## src/rtl/lpdsc_pkg.sv

```systemverilog
// Package for the LPDDR deep-sleep and clock-stop controller.
// Assumes a single 25 MHz controller clock.
package lpdsc_pkg;
    localparam int unsigned CLK_MHZ = 25;
    localparam int unsigned EXIT_NOP_US = 200;
    localparam int unsigned EXIT_NOP_CYC = EXIT_NOP_US * CLK_MHZ;
    localparam int unsigned CNT_W = 16;
    localparam int unsigned QUIET_CYC = 8;
    localparam int unsigned RESTART_NOP_CYC = 1;
    // Command encoding on {cs_n, ras_n, cas_n, we_n}.
    localparam logic [3:0] CMD_NOP = 4'h7;
    localparam logic [3:0] CMD_BST = 4'h6;
    localparam logic [3:0] CMD_DESEL = 4'hf;
    typedef enum logic [2:0] {
        LPDSC_RUN = 3'b000,
        LPDSC_ENTER = 3'b001,
        LPDSC_SLEEP = 3'b011,
        LPDSC_WAKE = 3'b010,
        LPDSC_INIT = 3'b110,
        LPDSC_STOP = 3'b111,
        LPDSC_RESTART = 3'b101
    } lpdsc_state_t;
endpackage

```

## src/rtl/lpdsc_cnt_if.sv

```systemverilog
// Interface joining the controller with its down-counter.
// Assumes both ends share the controller clock.
`timescale 1ns/1ns
interface lpdsc_cnt_if #(parameter int W = 16);
    logic load;
    logic [W-1:0] value;
    logic done;
    modport ctl (output load, output value, input done);
    modport cnt (input load, input value, output done);
endinterface

```

## src/rtl/lpdsc_timer.sv

```systemverilog
// Down-counter that times waits for the controller.
// Assumes a load pulse from the controller.
`timescale 1ns/1ns
module lpdsc_timer #(
    parameter int W = 16
) (
    // Clock and reset.
    input wire logic mclk,
    input wire logic rst_n,
    // Control.
    lpdsc_cnt_if.cnt c
);
    logic [W-1:0] count;
    logic [W-1:0] next_count;

    always_comb
    begin
        next_count = count;
        if (c.load)
            next_count = c.value;
        else if (count != '0)
            next_count = count - 1'b1;
    end

    always_ff @(posedge mclk)
    begin
        if (!rst_n)
            count <= '0;
        else
            count <= next_count;
    end

    assign c.done = (count == '0) && !c.load;
endmodule

```

## src/rtl/lpdsc_ctrl.sv

```systemverilog
// Controller that puts an LPDDR memory into deepest sleep and stops its clock.
// Assumes the user issues commands with a valid/ready handshake and reports bus idle.
`timescale 1ns/1ns
module lpdsc_ctrl
    import lpdsc_pkg::*;
#(
    parameter int unsigned EXIT_CYC = lpdsc_pkg::EXIT_NOP_CYC,
    parameter int unsigned QUIET = lpdsc_pkg::QUIET_CYC
) (
    // Clock and reset.
    input wire logic mclk,
    input wire logic rst_n,
    // User command port.
    input wire logic cmd_valid,
    input wire logic [3:0] cmd_code,
    output logic cmd_ready,
    // User power requests and status.
    input wire logic sleep_req,
    input wire logic wake_req,
    input wire logic stop_req,
    input wire logic banks_idle,
    input wire logic bus_busy,
    input wire logic init_done,
    output logic deep_sleep,
    output logic need_init,
    output logic clk_stopped,
    // Memory pins.
    output logic ck_en,
    output logic cke,
    output logic [3:0] mem_cmd
);
    import lpdsc_pkg::*;

    lpdsc_cnt_if #(.W(CNT_W)) tif ();
    lpdsc_timer #(.W(CNT_W)) u_timer (.mclk(mclk), .rst_n(rst_n), .c(tif));

    lpdsc_state_t state, next_state;
    logic next_cke, next_ck_en, next_flag, next_need;
    logic [3:0] next_cmd;
    logic load;
    logic [CNT_W-1:0] value;
    logic quiet;
    logic [CNT_W-1:0] quiet_cnt, next_quiet_cnt;
    logic flag;

    assign tif.load = load;
    assign tif.value = value;
    assign deep_sleep = flag;
    assign clk_stopped = (state == LPDSC_STOP);
    assign quiet = (quiet_cnt == '0) && !bus_busy;
    // Access commands pass only in run state and never while the flag stands.
    assign cmd_ready = (state == LPDSC_RUN) && !flag && !sleep_req && !stop_req;

    always_comb
    begin
        next_state = state;
        next_cke = cke;
        next_ck_en = ck_en;
        next_flag = flag;
        next_need = need_init;
        next_cmd = CMD_NOP;
        load = 1'b0;
        value = '0;
        next_quiet_cnt = (quiet_cnt != '0) ? quiet_cnt - 1'b1 : quiet_cnt;
        unique case (state)
            LPDSC_RUN:
            begin
                if (cmd_valid && cmd_ready)
                begin
                    next_cmd = cmd_code;
                    next_quiet_cnt = CNT_W'(QUIET);
                end
                else if (sleep_req && banks_idle && quiet)
                begin
                    next_cmd = CMD_BST;
                    next_cke = 1'b0;
                    next_state = LPDSC_ENTER;
                end
                else if (stop_req && quiet && !flag)
                begin
                    next_ck_en = 1'b0;
                    next_state = LPDSC_STOP;
                end
                else if (flag && init_done)
                begin
                    next_flag = 1'b0;
                    next_need = 1'b0;
                end
            end
            LPDSC_ENTER:
            begin
                next_flag = 1'b1;
                next_cmd = CMD_NOP;
                next_state = LPDSC_SLEEP;
            end
            LPDSC_SLEEP:
            begin
                next_cke = 1'b0;
                if (wake_req)
                begin
                    next_cke = 1'b1;
                    load = 1'b1;
                    value = CNT_W'(EXIT_CYC);
                    next_state = LPDSC_WAKE;
                end
            end
            LPDSC_WAKE:
            begin
                next_cmd = CMD_NOP;
                if (tif.done)
                begin
                    next_need = 1'b1;
                    next_state = LPDSC_RUN;
                end
            end
            LPDSC_STOP:
            begin
                next_ck_en = 1'b0;
                if (!stop_req)
                begin
                    next_ck_en = 1'b1;
                    load = 1'b1;
                    value = CNT_W'(RESTART_NOP_CYC);
                    next_state = LPDSC_RESTART;
                end
            end
            LPDSC_RESTART:
            begin
                next_cmd = CMD_NOP;
                if (tif.done)
                    next_state = LPDSC_RUN;
            end
            default:
                next_state = LPDSC_RUN;
        endcase
    end

    always_ff @(posedge mclk)
    begin
        if (!rst_n)
        begin
            state <= LPDSC_RUN;
            cke <= 1'b1;
            ck_en <= 1'b1;
            flag <= 1'b0;
            need_init <= 1'b0;
            mem_cmd <= CMD_NOP;
            quiet_cnt <= '0;
        end
        else
        begin
            state <= next_state;
            cke <= next_cke;
            ck_en <= next_ck_en;
            flag <= next_flag;
            need_init <= next_need;
            mem_cmd <= next_cmd;
            quiet_cnt <= next_quiet_cnt;
        end
    end

    property p_dpd_entry;
        @(posedge mclk) disable iff (!rst_n)
        (state == LPDSC_RUN && next_state == LPDSC_ENTER) |=> (mem_cmd == CMD_BST && !cke);
    endproperty
    a_dpd_entry: assert property (p_dpd_entry) else $error("bad sleep entry");

    property p_entry_idle;
        @(posedge mclk) disable iff (!rst_n)
        (state == LPDSC_RUN && next_state == LPDSC_ENTER) |-> (banks_idle && !bus_busy);
    endproperty
    a_entry_idle: assert property (p_entry_idle) else $error("sleep entry while busy");

    property p_cke_low;
        @(posedge mclk) disable iff (!rst_n)
        (state == LPDSC_SLEEP) |-> !cke;
    endproperty
    a_cke_low: assert property (p_cke_low) else $error("cke high in sleep");

    property p_wake_nop;
        @(posedge mclk) disable iff (!rst_n)
        (state == LPDSC_WAKE) |-> (cke && mem_cmd == CMD_NOP);
    endproperty
    a_wake_nop: assert property (p_wake_nop) else $error("non-NOP during wake");

    property p_flag_block;
        @(posedge mclk) disable iff (!rst_n)
        flag |-> !cmd_ready;
    endproperty
    a_flag_block: assert property (p_flag_block) else $error("command passed in sleep");

    property p_stop_pins;
        @(posedge mclk) disable iff (!rst_n)
        (state == LPDSC_STOP) |-> (!ck_en && cke);
    endproperty
    a_stop_pins: assert property (p_stop_pins) else $error("bad clock stop pins");

    property p_stop_quiet;
        @(posedge mclk) disable iff (!rst_n)
        (state == LPDSC_RUN && next_state == LPDSC_STOP) |-> (quiet_cnt == '0);
    endproperty
    a_stop_quiet: assert property (p_stop_quiet) else $error("stop before delays");

    property p_restart_nop;
        @(posedge mclk) disable iff (!rst_n)
        $fell(clk_stopped) |-> (ck_en && mem_cmd == CMD_NOP);
    endproperty
    a_restart_nop: assert property (p_restart_nop) else $error("no NOP at restart");

    c_sleep: cover property (@(posedge mclk) state == LPDSC_SLEEP);
    c_wake: cover property (@(posedge mclk) state == LPDSC_WAKE && tif.done);
    c_stop: cover property (@(posedge mclk) $fell(clk_stopped));
endmodule

```

## config.mk

```make
export PLATFORM = sky130hd
export DESIGN_NAME = lpdsc_ctrl
export DESIGN_NICKNAME = d
export VERILOG_FILES = /design/src/rtl/lpdsc_pkg.sv /design/src/rtl/lpdsc_cnt_if.sv /design/src/rtl/lpdsc_timer.sv /design/src/rtl/lpdsc_ctrl.sv
export SDC_FILE = /design/constraint.sdc
export NUM_CORES = 1
export LEC_CHECK = 0
export ABC_CLOCK_PERIOD_IN_PS = 3100
export BUFFER_PORTS_ARGS = -buffer_cell sky130_fd_sc_hd__clkbuf_2
export CAP_MARGIN = 20
export CORE_UTILIZATION = 58
export DETAILED_ROUTE_END_ITERATION = 6
export HOLD_SLACK_MARGIN = 0.15
export PLACE_DENSITY = 0.83
export SETUP_SLACK_MARGIN = 0.05
export SLEW_MARGIN = 20
export SYNTH_ARGS = -nofsm -noshare
export SYNTH_HDL_FRONTEND = slang
export SYNTH_SLANG_ARGS = --single-unit
```

## constraint.sdc

```tcl
create_clock -name mclk -period 3.1 [get_ports mclk]
set_clock_uncertainty 0.2 [all_clocks]
set_input_delay 0.62 -clock mclk [delete_from_list [all_inputs] [get_ports mclk]]
set_output_delay 0.62 -clock mclk [all_outputs]
set_load 0.05 [all_outputs]
```

==> flow_metrics.tcl, run 1 <==
set metrics [dict create \
    status "finished, final reports clean" \
    grt_pass1_wl_um 8020 \
    max_freq_mhz 399 \
    syn_area_per_cell_um2 8.37 \
    slew-limit-headroom_pct 62.3 \
    setup_tns_ps 0 \
    vias 1990 \
    ys_ff_latch 43 \
    start_util_pct 60.8 \
    synth.top_cell.area_share_pct 38.4 \
    finalHoldViolCount 0 \
    crit_slowest_cell "nand4_1" \
    grt_usage_pct 24.8 \
    clk_path_buf_depth 2 \
    ys_types 48 \
    path_buf_inv 1 \
    critPathMostFrequentCell "a21oi_1" \
    dpl_cell_area_um2 2370 \
    io_pins 23 \
    syn_inst 268 \
    clk_pin_slew_worst_paths_ps 80 \
    critPathKind "reg2reg" \
    layout_commonest_cell "dfxtp_1" \
    drv_slew 0 \
    cts_buffers 5 \
    syn_area_um2 2240 \
    remaining_drc_errors 0 \
    first_iter_violations 109 \
    synth_fp_nets 284 \
    vias_per_cell 5.92 \
    tightest_slew_ps 560 \
    hp-class "reg2reg" \
    fill_cells 322 \
    synth_top_cell_by_area "dfxtp_1" \
    synth_area_leaders "dfxtp_1 38%, nor2_1 6.5%, xnor2_1 5.1%" \
    arrival_ps 2520 \
    overflow 0 \
    syn_to_final_growth_pct 9.49 \
    wl_per_cell_um 13.6 \
    synth_warnings 0 \
    p_leak_nw 0.959 \
    cts_resized 0 \
    clockRootBuffer "clkbuf_8" \
    comb_power_share_pct 53.0 \
    critical-path-max-stage-delay_ps 480 \
    clk_latency_ps 300 \
    seq_area_frac_synth_pct 38.4 \
    p_int_mw 1.51 \
    crit_path_max_fanout 10 \
    drt_wl_total_um 4590 \
    final_cell_area_um2 2450 \
    holdBufCountCts 0 \
    first_global_vias 1825 \
    first_pass_iters 5 \
    cts_tree "yes" \
    die_area_um2 4120 \
    worstPathRequired_ps 3110 \
    antenna_cells 0 \
    critPathCaptureType "register" \
    worst_setup_path_start_kind "register" \
    fin_ws_ps 595 \
    clock_sinks 43 \
    place_congestion 0.820 \
    portBuffers 22 \
    p_sw_share_pct 45.2 \
    clkPwrFrac_pct 12.4 \
    mostFrequentLayoutCells "43 x dfxtp_1, 39 x nor2_1, 22 x clkbuf_2" \
    rows 22 \
    final_antenna_net_count 0 \
    period_share_pct 80.8 \
    p_per_area_nw_per_um2 1130 \
    dpl.hpwl_um 3330 \
    pwr-share-seq_pct 34.5 \
    drv_cap 0 \
    postCtsSetupBuffers 0 \
    core-area_um2 3690 \
    finalCriticalPeriod_ps 2510 \
    path_cells "inv_1 -> ha_1 -> nor4b_1 -> nand4_1 -> a21oi_1 -> a21oi_1 -> a311oi_1" \
    antenna_found_initial 0 \
    grt_max_degree 16 \
    p_sw_mw 1.25 \
    cp_top_family "simple AND/OR/NAND/NOR gates" \
    layout.nets 303 \
    die_width_um 64.2 \
    vdd_drop_max_mv 0.617 \
    dp_slack_ps 741 \
    setup_viol_count_final 0 \
    layout-drive-gt1-share_pct 14.9 \
    rsz0062_at_grt "no" \
    htree_levels 2 \
    die_height_um 64.2 \
]
==> path summary, 6_finish.rpt <==
path,endpoint,start,cells past startpoint,slack [ps]
max,state[2]$_SDFFE_PN0P_,u_timer.count[0]$_SDFFE_PN0P_,7,590
min,ck_en$_SDFFE_PN1P_,ck_en$_SDFFE_PN1P_,2,290
min reg2reg,ck_en$_SDFFE_PN1P_,ck_en$_SDFFE_PN1P_,2,290
max reg2reg,state[2]$_SDFFE_PN0P_,u_timer.count[0]$_SDFFE_PN0P_,7,590
==> flip-flops by register name, indices dropped and copies added (netlist names) <==
| signal | cells |
|---|---|
| quiet_cnt | 16 |
| u_timer.count | 16 |
| mem_cmd | 4 |
| state | 3 |
| ck_en | 1 |
| cke | 1 |
| deep_sleep | 1 |
| need_init | 1 |
==> Yosys cell counts, drive strengths merged <==
cell and n:
a31oi 2, o2111ai 1, a211oi 4, nor2b 1, o21a 2, o21ai 11
nor3b 1, nor2 39, nor4 9, clkbuf 9, o41ai 1, or2 2
a22oi 1, dfxtp 43, and3 5, xor2 10, ha 3, or3b 1
and2 2, nand2 15, o211ai 2, or3 7, nand4 8, nand3b 4
xnor2 13, a311oi 1, a21oi 20, nand2b 5, inv 6, o31ai 4
a21bo 1, a21o 2, or4 3, buf 2, and4 3, a2111oi 2
nor3 9, nor4b 2, a21boi 5, nand3 7
==> tightest hold or removal path, cell delays in order, from the launching register on <==
cell	delay [ps]
dfxtp_1	310
o21ai_0	70
nand3_1	70
==> cell type report <==
cell class / count / area, um2 / area share, %
sequential: 43 / 861 / 35.1
clock buffer: 7 / 76.3 / 3.11
tap: 48 / 60.1 / 2.45
multi-input combinational: 208 / 1310 / 53.5
inverter: 6 / 22.5 / 0.917
timing repair buffer: 23 / 118 / 4.79
clock inverter: 1 / 5.00 / 0.204
==> per-stage QoR <==
stage | std cells | util (%) | hold WS [ps] | power (mW)
floorplan | 268 | - | 252 | 2.15
global placement | 328 | 64.3 | 276 | 2.37
detailed placement | 328 | 64.3 | 281 | 2.41
CTS | 336 | 66.6 | 295 | 2.76
global route | 336 | 66.6 | 302 | 3.01
finish | 336 | 66.6 | 293 | 2.76
==> routing by layer <==
layer,GRT usage (%),vias up,wire length (um)
met5,0,-,0
met4,8.89,0,31
met3,6.43,4,220
met2,40.8,44,2250
met1,31.2,936,2080
li1,-,1006,-
==> power by group through the flow <==
stage	combinational, mW	sequential [mW]	clock [mW]
after global routing	1.65	0.981	0.376
after floorplan	1.22	0.927	0
after global placement	1.41	0.959	0
final	1.46	0.954	0.344
after CTS	1.46	0.951	0.351
after detailed placement	1.44	0.962	0
==> kinds of logic after synthesis <==
logic type                 share of synthesized area, %
and+or+nand+nor                                    31.0
AOI/OAI and AO/OA                                  16.9
xor gates and xnor gates                           8.98
buffers and inverters                              3.07
adders and majority gates                          1.67
DFF                                                38.4
Power figures use the tool's default switching activity.
==> run 2, diff against run 1 <==
--- a/config.mk
+++ b/config.mk
@@ -5,7 +5,7 @@
 export SDC_FILE = /design/constraint.sdc
 export NUM_CORES = 1
 export LEC_CHECK = 0
-export ABC_CLOCK_PERIOD_IN_PS = 3100
+export ABC_CLOCK_PERIOD_IN_PS = 2510
 export BUFFER_PORTS_ARGS = -buffer_cell sky130_fd_sc_hd__clkbuf_2
 export CAP_MARGIN = 20
 export CORE_UTILIZATION = 58
==> constraint.sdc (replaced) <==
create_clock -name mclk -period 2.51 [get_ports mclk]
set_clock_uncertainty 0.2 [all_clocks]
set_input_delay 0.502 -clock mclk [delete_from_list [all_inputs] [get_ports mclk]]
set_output_delay 0.502 -clock mclk [all_outputs]
set_load 0.05 [all_outputs]
==> run 2 against run 1 <==
- power up 28%
- worst setup slack worse by 410 ps
- clock power is 40% higher
- wire length rose by 2.0%
- via count up 1.9%
- non-clock buffer count is 4 higher
- first-iteration DRC count is 4.6% higher
- sequential share of layout area decreased by 0.68 points
- core utilization increased by 1.3 points
- register-to-register slack worse by 310 ps
- cell area grew 2.0%
- critical endpoint is now cmd_ready
- largest cell class unchanged
==> flow_metrics.tcl, run 2 (same netlist as run 1, synthesis figures left out) <==
set metrics [dict create \
    first_iter_violations 114 \
    layout-drive-gt1-share_pct 16.4 \
    cts_resized 0 \
    drt_wl_total_um 4680 \
    grt_usage_pct 25.7 \
    core-area_um2 3690 \
    first_global_vias 1986 \
    p_sw_mw 1.55 \
    p_leak_nw 0.987 \
    syn_to_final_growth_pct 11.7 \
    max_freq_mhz 430 \
    cts_tree "yes" \
    setup_tns_ps 0 \
    seqCellArea_um2 861 \
    hp-class "in2reg" \
    critPathKind "reg2out" \
    mostFrequentLayoutCells "43 x dfxtp_1, 39 x nor2_1, 22 x clkbuf_2" \
    period_share_pct 92.6 \
    r2r_start "u_timer.count[6]$_SDFFE_PN0P_" \
    die_height_um 64.2 \
    finalHoldViolCount 0 \
    clock_sinks 43 \
    worstHoldPathCells 2 \
    remaining_drc_errors 0 \
    place_congestion 0.830 \
    vias 2027 \
    worst_setup_path_start_kind "register" \
    finalCriticalPeriod_ps 2320 \
    grt_max_degree 16 \
    reg.largest.list "quiet_cnt x16, u_timer.count x16, mem_cmd x4" \
    portBuffers 22 \
    vdd_drop_max_mv 0.627 \
    worstRegToRegCells 5 \
    io_pins 23 \
    arrival_ps 1620 \
    min_from "cmd_code[1]" \
    holdBufCountCts 0 \
    drv_slew 0 \
    overflow 0 \
    setup_viol_count_final 0 \
    critPathCaptureType "output port" \
    wl_per_cell_um 13.8 \
    grt_pass1_wl_um 8320 \
    rsz0062_at_grt "no" \
    cts_buffers 5 \
    rows 22 \
    clk_pin_slew_worst_paths_ps 80 \
    p_sw_share_pct 44.0 \
    final_antenna_net_count 0 \
    worstSetupStartpoint "state[1]$_SDFFE_PN0P_" \
    clockRootBuffer "clkbuf_8" \
    slew-limit-headroom_pct 58.9 \
    fill_cells 325 \
    worstPathRequired_ps 1810 \
    status "finished, final reports clean" \
    postCtsSetupBuffers 0 \
    min_delay_worst_endpoint "mem_cmd[1]$_SDFF_PN1_" \
    p_int_mw 1.98 \
    vias_per_cell 5.96 \
    drv_cap 0 \
    clk_latency_ps 300 \
    r2r-end "u_timer.count[14]$_SDFFE_PN0P_" \
    htree_levels 2 \
    p_per_area_nw_per_um2 1410 \
    rrSetupSlack_ps 280 \
    clkPwrFrac_pct 13.6 \
    comb_power_share_pct 53.1 \
    dpl.hpwl_um 3410 \
    clk_path_buf_depth 2 \
    crit_path_max_fanout 11 \
    die_width_um 64.2 \
    layout_commonest_cell "dfxtp_1" \
    first_pass_iters 4 \
    final_cell_area_um2 2500 \
    antenna_found_initial 0 \
    layout.nets 307 \
    pwr-share-seq_pct 33.2 \
    start_util_pct 60.8 \
    antenna_cells 0 \
    dpl_cell_area_um2 2400 \
    tightest_slew_ps 601 \
    multi_input_area_um2 1310 \
    die_area_um2 4120 \
]
-- run 2: worst max-delay path by stage --
stage	end	slack, ps	cells after the start
2_1_floorplan	quiet_cnt[0]$_SDFF_PN0_	180	6
3_3_place_gp	u_timer.count[14]$_SDFFE_PN0P_	350	6
3_5_place_dp	u_timer.count[14]$_SDFFE_PN0P_	310	6
4_1_cts	cmd_ready	210	4
5_1_grt	cmd_ready	60	4
6_report	cmd_ready	190	4
-- run 2: worst max-delay path, cell delays in order, from the launching register on --
cell and delay [ps]:
dfxtp_1 320, buf_4 160, nor4_1 350, and2_1 210, clkbuf_2 280
-- run 2: power groups by stage --
stage / Combinational, mW / Sequential [mW] / Clock (mW)
2_1_floorplan: 1.51 / 1.14 / 0
3_3_place_gp: 1.81 / 1.17 / 0
3_5_place_dp: 1.85 / 1.18 / 0
4_1_cts: 1.87 / 1.17 / 0.492
5_1_grt: 2.11 / 1.21 / 0.527
6_report: 1.87 / 1.17 / 0.481
-- run 2: per-stage QoR --
stage	utilization (%)	setup slack [ps]	cells	hold slack [ps]	total power, mW
2_1_floorplan	-	182	268	252	2.65
3_3_place_gp	65.2	354	332	277	2.99
3_5_place_dp	65.2	311	332	282	3.03
4_1_cts	67.9	209	340	177	3.53
5_1_grt	67.9	64.2	340	189	3.85
6_report	67.9	186	340	183	3.53
-- run 2: routing by layer --
layer  global-route usage [%]  routed length, um  up-vias
met2                     43.8               2290       60
met5                        0                  0        -
li1                         -                  -     1023
met4                     11.9                 85        0
met1                     30.0               2030      934
met3                     6.61                269       10
-- run 2: final cells by class --
type	count	area share, %
inverters	6	0.900
repair buffers	27	5.90
flip-flops and latches	43	34.4
clock buffers	8	4.00
multi-input cells	208	52.4
well taps	48	2.40
==> run 3, diff against run 2 <==
--- a/config.mk
+++ b/config.mk
@@ -5,15 +5,17 @@
 export SDC_FILE = /design/constraint.sdc
 export NUM_CORES = 1
 export LEC_CHECK = 0
+export ABC_AREA = 1
 export ABC_CLOCK_PERIOD_IN_PS = 2510
 export BUFFER_PORTS_ARGS = -buffer_cell sky130_fd_sc_hd__clkbuf_2
 export CAP_MARGIN = 20
-export CORE_UTILIZATION = 58
+export CORE_UTILIZATION = 59
+export CTS_CLUSTER_DIAMETER = 80
 export DETAILED_ROUTE_END_ITERATION = 6
 export HOLD_SLACK_MARGIN = 0.15
-export PLACE_DENSITY = 0.83
+export PLACE_DENSITY = 0.84
 export SETUP_SLACK_MARGIN = 0.05
-export SLEW_MARGIN = 20
+export SLEW_MARGIN = 10
 export SYNTH_ARGS = -nofsm -noshare
 export SYNTH_HDL_FRONTEND = slang
 export SYNTH_SLANG_ARGS = --single-unit
==> run 3 against run 2 <==
- sequential power decreased by 3%
- highest routed layer unchanged
- via count rose by 8.5%
- sequential share of layout area is 1.8 points lower
- core utilization increased by 2.1 points
- largest cell class unchanged
- largest power group unchanged
- cell area increased by 5.4%
- combinational power grew 10%
- hold slack improved by 11 ps
- global-route usage up 0.81 points
- register-to-register slack improved by 250 ps
- critical path depth stayed put
==> flow_metrics.tcl, run 3 <==
set metrics [dict create \
    status "finished, final reports clean" \
    start_util_pct 63.1 \
    layout-drive-gt1-share_pct 20.9 \
    clkPwrFrac_pct 13.0 \
    clk_latency_ps 290 \
    max_freq_mhz 479 \
    antenna_found_initial 0 \
    p_leak_nw 1.30 \
    vias 2200 \
    critPathCaptureType "output port" \
    remaining_drc_errors 0 \
    worstRegToRegCells 10 \
    crit_path_max_fanout 6 \
    drv_cap 0 \
    cp_top_family "simple AND/OR/NAND/NOR gates" \
    hp-class "in2reg" \
    clk_pin_slew_worst_paths_ps 70 \
    period_share_pct 83.1 \
    synth_top_cell_by_area "dfxtp_1" \
    worstHoldPathCells 2 \
    yosys-top-cells-count "68 x nand2_1, 48 x nor2_1, 43 x dfxtp_1, 29 x inv_1, 23 x a21oi_1" \
    drt_wl_total_um 5070 \
    synth_area_leaders "dfxtp_1 36%, nand2_1 11%, nor2_1 7.6%" \
    fill_cells 303 \
    layout.nets 379 \
    fin_util_pct 70.0 \
    seq_area_frac_synth_pct 36.2 \
    p_sw_share_pct 49.3 \
    comb_power_share_pct 56.2 \
    portBuffers 22 \
    rsz0062_at_grt "no" \
    first_pass_iters 6 \
    overflow 0 \
    clk_path_buf_depth 2 \
    multi_input_area_um2 1370 \
    holdBufCountCts 0 \
    path_cells "nor2_2 -> nand2_2 -> nor2_4 -> clkbuf_2" \
    synth.top_cell.area_share_pct 36.2 \
    p_int_mw 1.86 \
    crit_slowest_cell "dfxtp_1" \
    setup_tns_ps 0 \
    syn_area_um2 2380 \
    seqCellArea_um2 861 \
    p_sw_mw 1.81 \
    r2r_start "u_timer.count[0]$_SDFFE_PN0P_" \
    cp.depth 4 \
    ys_types 30 \
    die_area_um2 4290 \
    synth_async_sr_flop_share_pct 0 \
    syn_inst 336 \
    tightest_slew_ps 393 \
    synth_fp_nets 352 \
    mostFrequentLayoutCells "68 x nand2_1, 48 x nor2_1, 43 x dfxtp_1" \
    grt_usage_pct 26.5 \
    vdd_drop_max_mv 0.722 \
    vias_per_cell 5.34 \
    io_pins 23 \
    clock_sinks 43 \
    post-synth-top-count-cell "nand2_1" \
    synth_warnings 0 \
    reg.largest.list "quiet_cnt x16, u_timer.count x16, mem_cmd x4" \
    die_height_um 65.5 \
    worstPathRequired_ps 1810 \
    wl_per_cell_um 12.3 \
    antenna_cells 0 \
    first_global_vias 2015 \
    finalCriticalPeriod_ps 2090 \
    core-area_um2 3770 \
    finalHoldViolCount 0 \
    postCtsSetupBuffers 0 \
    cts_buffers 5 \
    worst_setup_path_start_kind "register" \
    syn_to_final_growth_pct 10.9 \
    clockRootBuffer "clkbuf_8" \
    critPathKind "reg2out" \
    htree_levels 2 \
    drv_slew 0 \
    die_width_um 65.5 \
    syn_area_per_cell_um2 7.08 \
    worstSetupStartpoint "state[1]$_SDFFE_PN0P_" \
    critical-path-max-stage-delay_ps 380 \
    synth_edf_count 0 \
    layout_commonest_cell "nand2_1" \
    path_buf_inv 1 \
    cts_resized 0 \
    first_iter_violations 168 \
    grt_max_degree 16 \
    grt_pass1_wl_um 8670 \
    cts_tree "yes" \
    p_per_area_nw_per_um2 1390 \
    ys.flop_type "dfxtp_1" \
    place_congestion 0.878 \
    pwr-share-seq_pct 30.8 \
    rows 22 \
    ys_ff_latch 43 \
    arrival_ps 1380 \
    dpl.hpwl_um 3790 \
    min_from "cmd_code[2]" \
    setup_viol_count_final 0 \
    slew-limit-headroom_pct 73.5 \
    final_antenna_net_count 0 \
]
## run 3: cell types whose count changed after synthesis, sizes merged, moves of 7 or more
cell	before	now
nor3	9	16
nor2	39	69
clkbuf	9	0
nand2	15	77
xnor2	13	2
nand3	7	23
or3	7	0
nor4	9	1
inv	6	38
## run 3: through the flow
stage,cell area (um2),hold WS (ps),power (mW),setup WS (ps),instances
after detailed placement,2540,241,3.15,623,404
after floorplan,2380,247,2.77,702,336
final,2640,193,3.67,423,412
after global placement,2540,240,3.11,640,404
after global routing,2640,188,4.00,358,412
after CTS,2640,188,3.66,418,412
## run 3: path summary, 6_finish.rpt
| check | to | slack, ps |
|---|---|---|
| max | cmd_ready | 420 |
| min | mem_cmd[2]$_SDFF_PN1_ | 190 |
| max reg2reg | u_timer.count[14]$_SDFFE_PN0P_ | 530 |
| min reg2reg | ck_en$_SDFFE_PN1P_ | 260 |
## run 3: power groups by stage
stage | registers (mW) | logic (mW) | clock network [mW]
after floorplan | 1.18 | 1.59 | 0
after CTS | 1.13 | 2.04 | 0.486
after detailed placement | 1.14 | 2.02 | 0
after global routing | 1.16 | 2.34 | 0.511
after global placement | 1.13 | 1.97 | 0
final | 1.13 | 2.06 | 0.478
## run 3: final cells by class
type                    count  area share (%)
multi-input cells         253            51.8
flip-flops and latches     43            32.6
inverters                  38            5.40
repair buffers             22            4.17
clock buffers               8            3.79
well taps                  48            2.27
## run 3: worst register-to-register path, cell delays in order (launching register included)
cell     delay, ps
dfxtp_1        360
inv_1          140
ha_1           230
nand2_1         70
nor2_1         140
nand3_2        230
nor2_4         220
nor2_4          40
xor2_1         140
inv_1           80
nor2_2          30
## run 3: per-layer routing
| metal | wire length, um | global-route usage (%) | up-vias |
|---|---|---|---|
| met3 | 259 | 5.90 | 11 |
| met4 | 64 | 10.1 | 0 |
| met5 | 0 | 0 | - |
| met1 | 2370 | 33.6 | 982 |
| met2 | 2370 | 43.6 | 73 |
| li1 | - | - | 1134 |
## run 3: logic make-up (layout without fill, tap and decap cells)
| logic type | count (synthesis) | count (layout) | share of synthesized area, % |
|---|---|---|---|
| flip-flops | 43 | 43 | 36.2 |
| AND/OR/NAND/NOR | 199 | 199 | 42.4 |
| buffers and inverters | 40 | 68 | 6.41 |
| adder cells (fa/ha/maj) | 3 | 3 | 1.58 |
| AO/OA/AOI/OAI | 37 | 37 | 8.31 |
| XOR/XNOR | 14 | 14 | 5.15 |
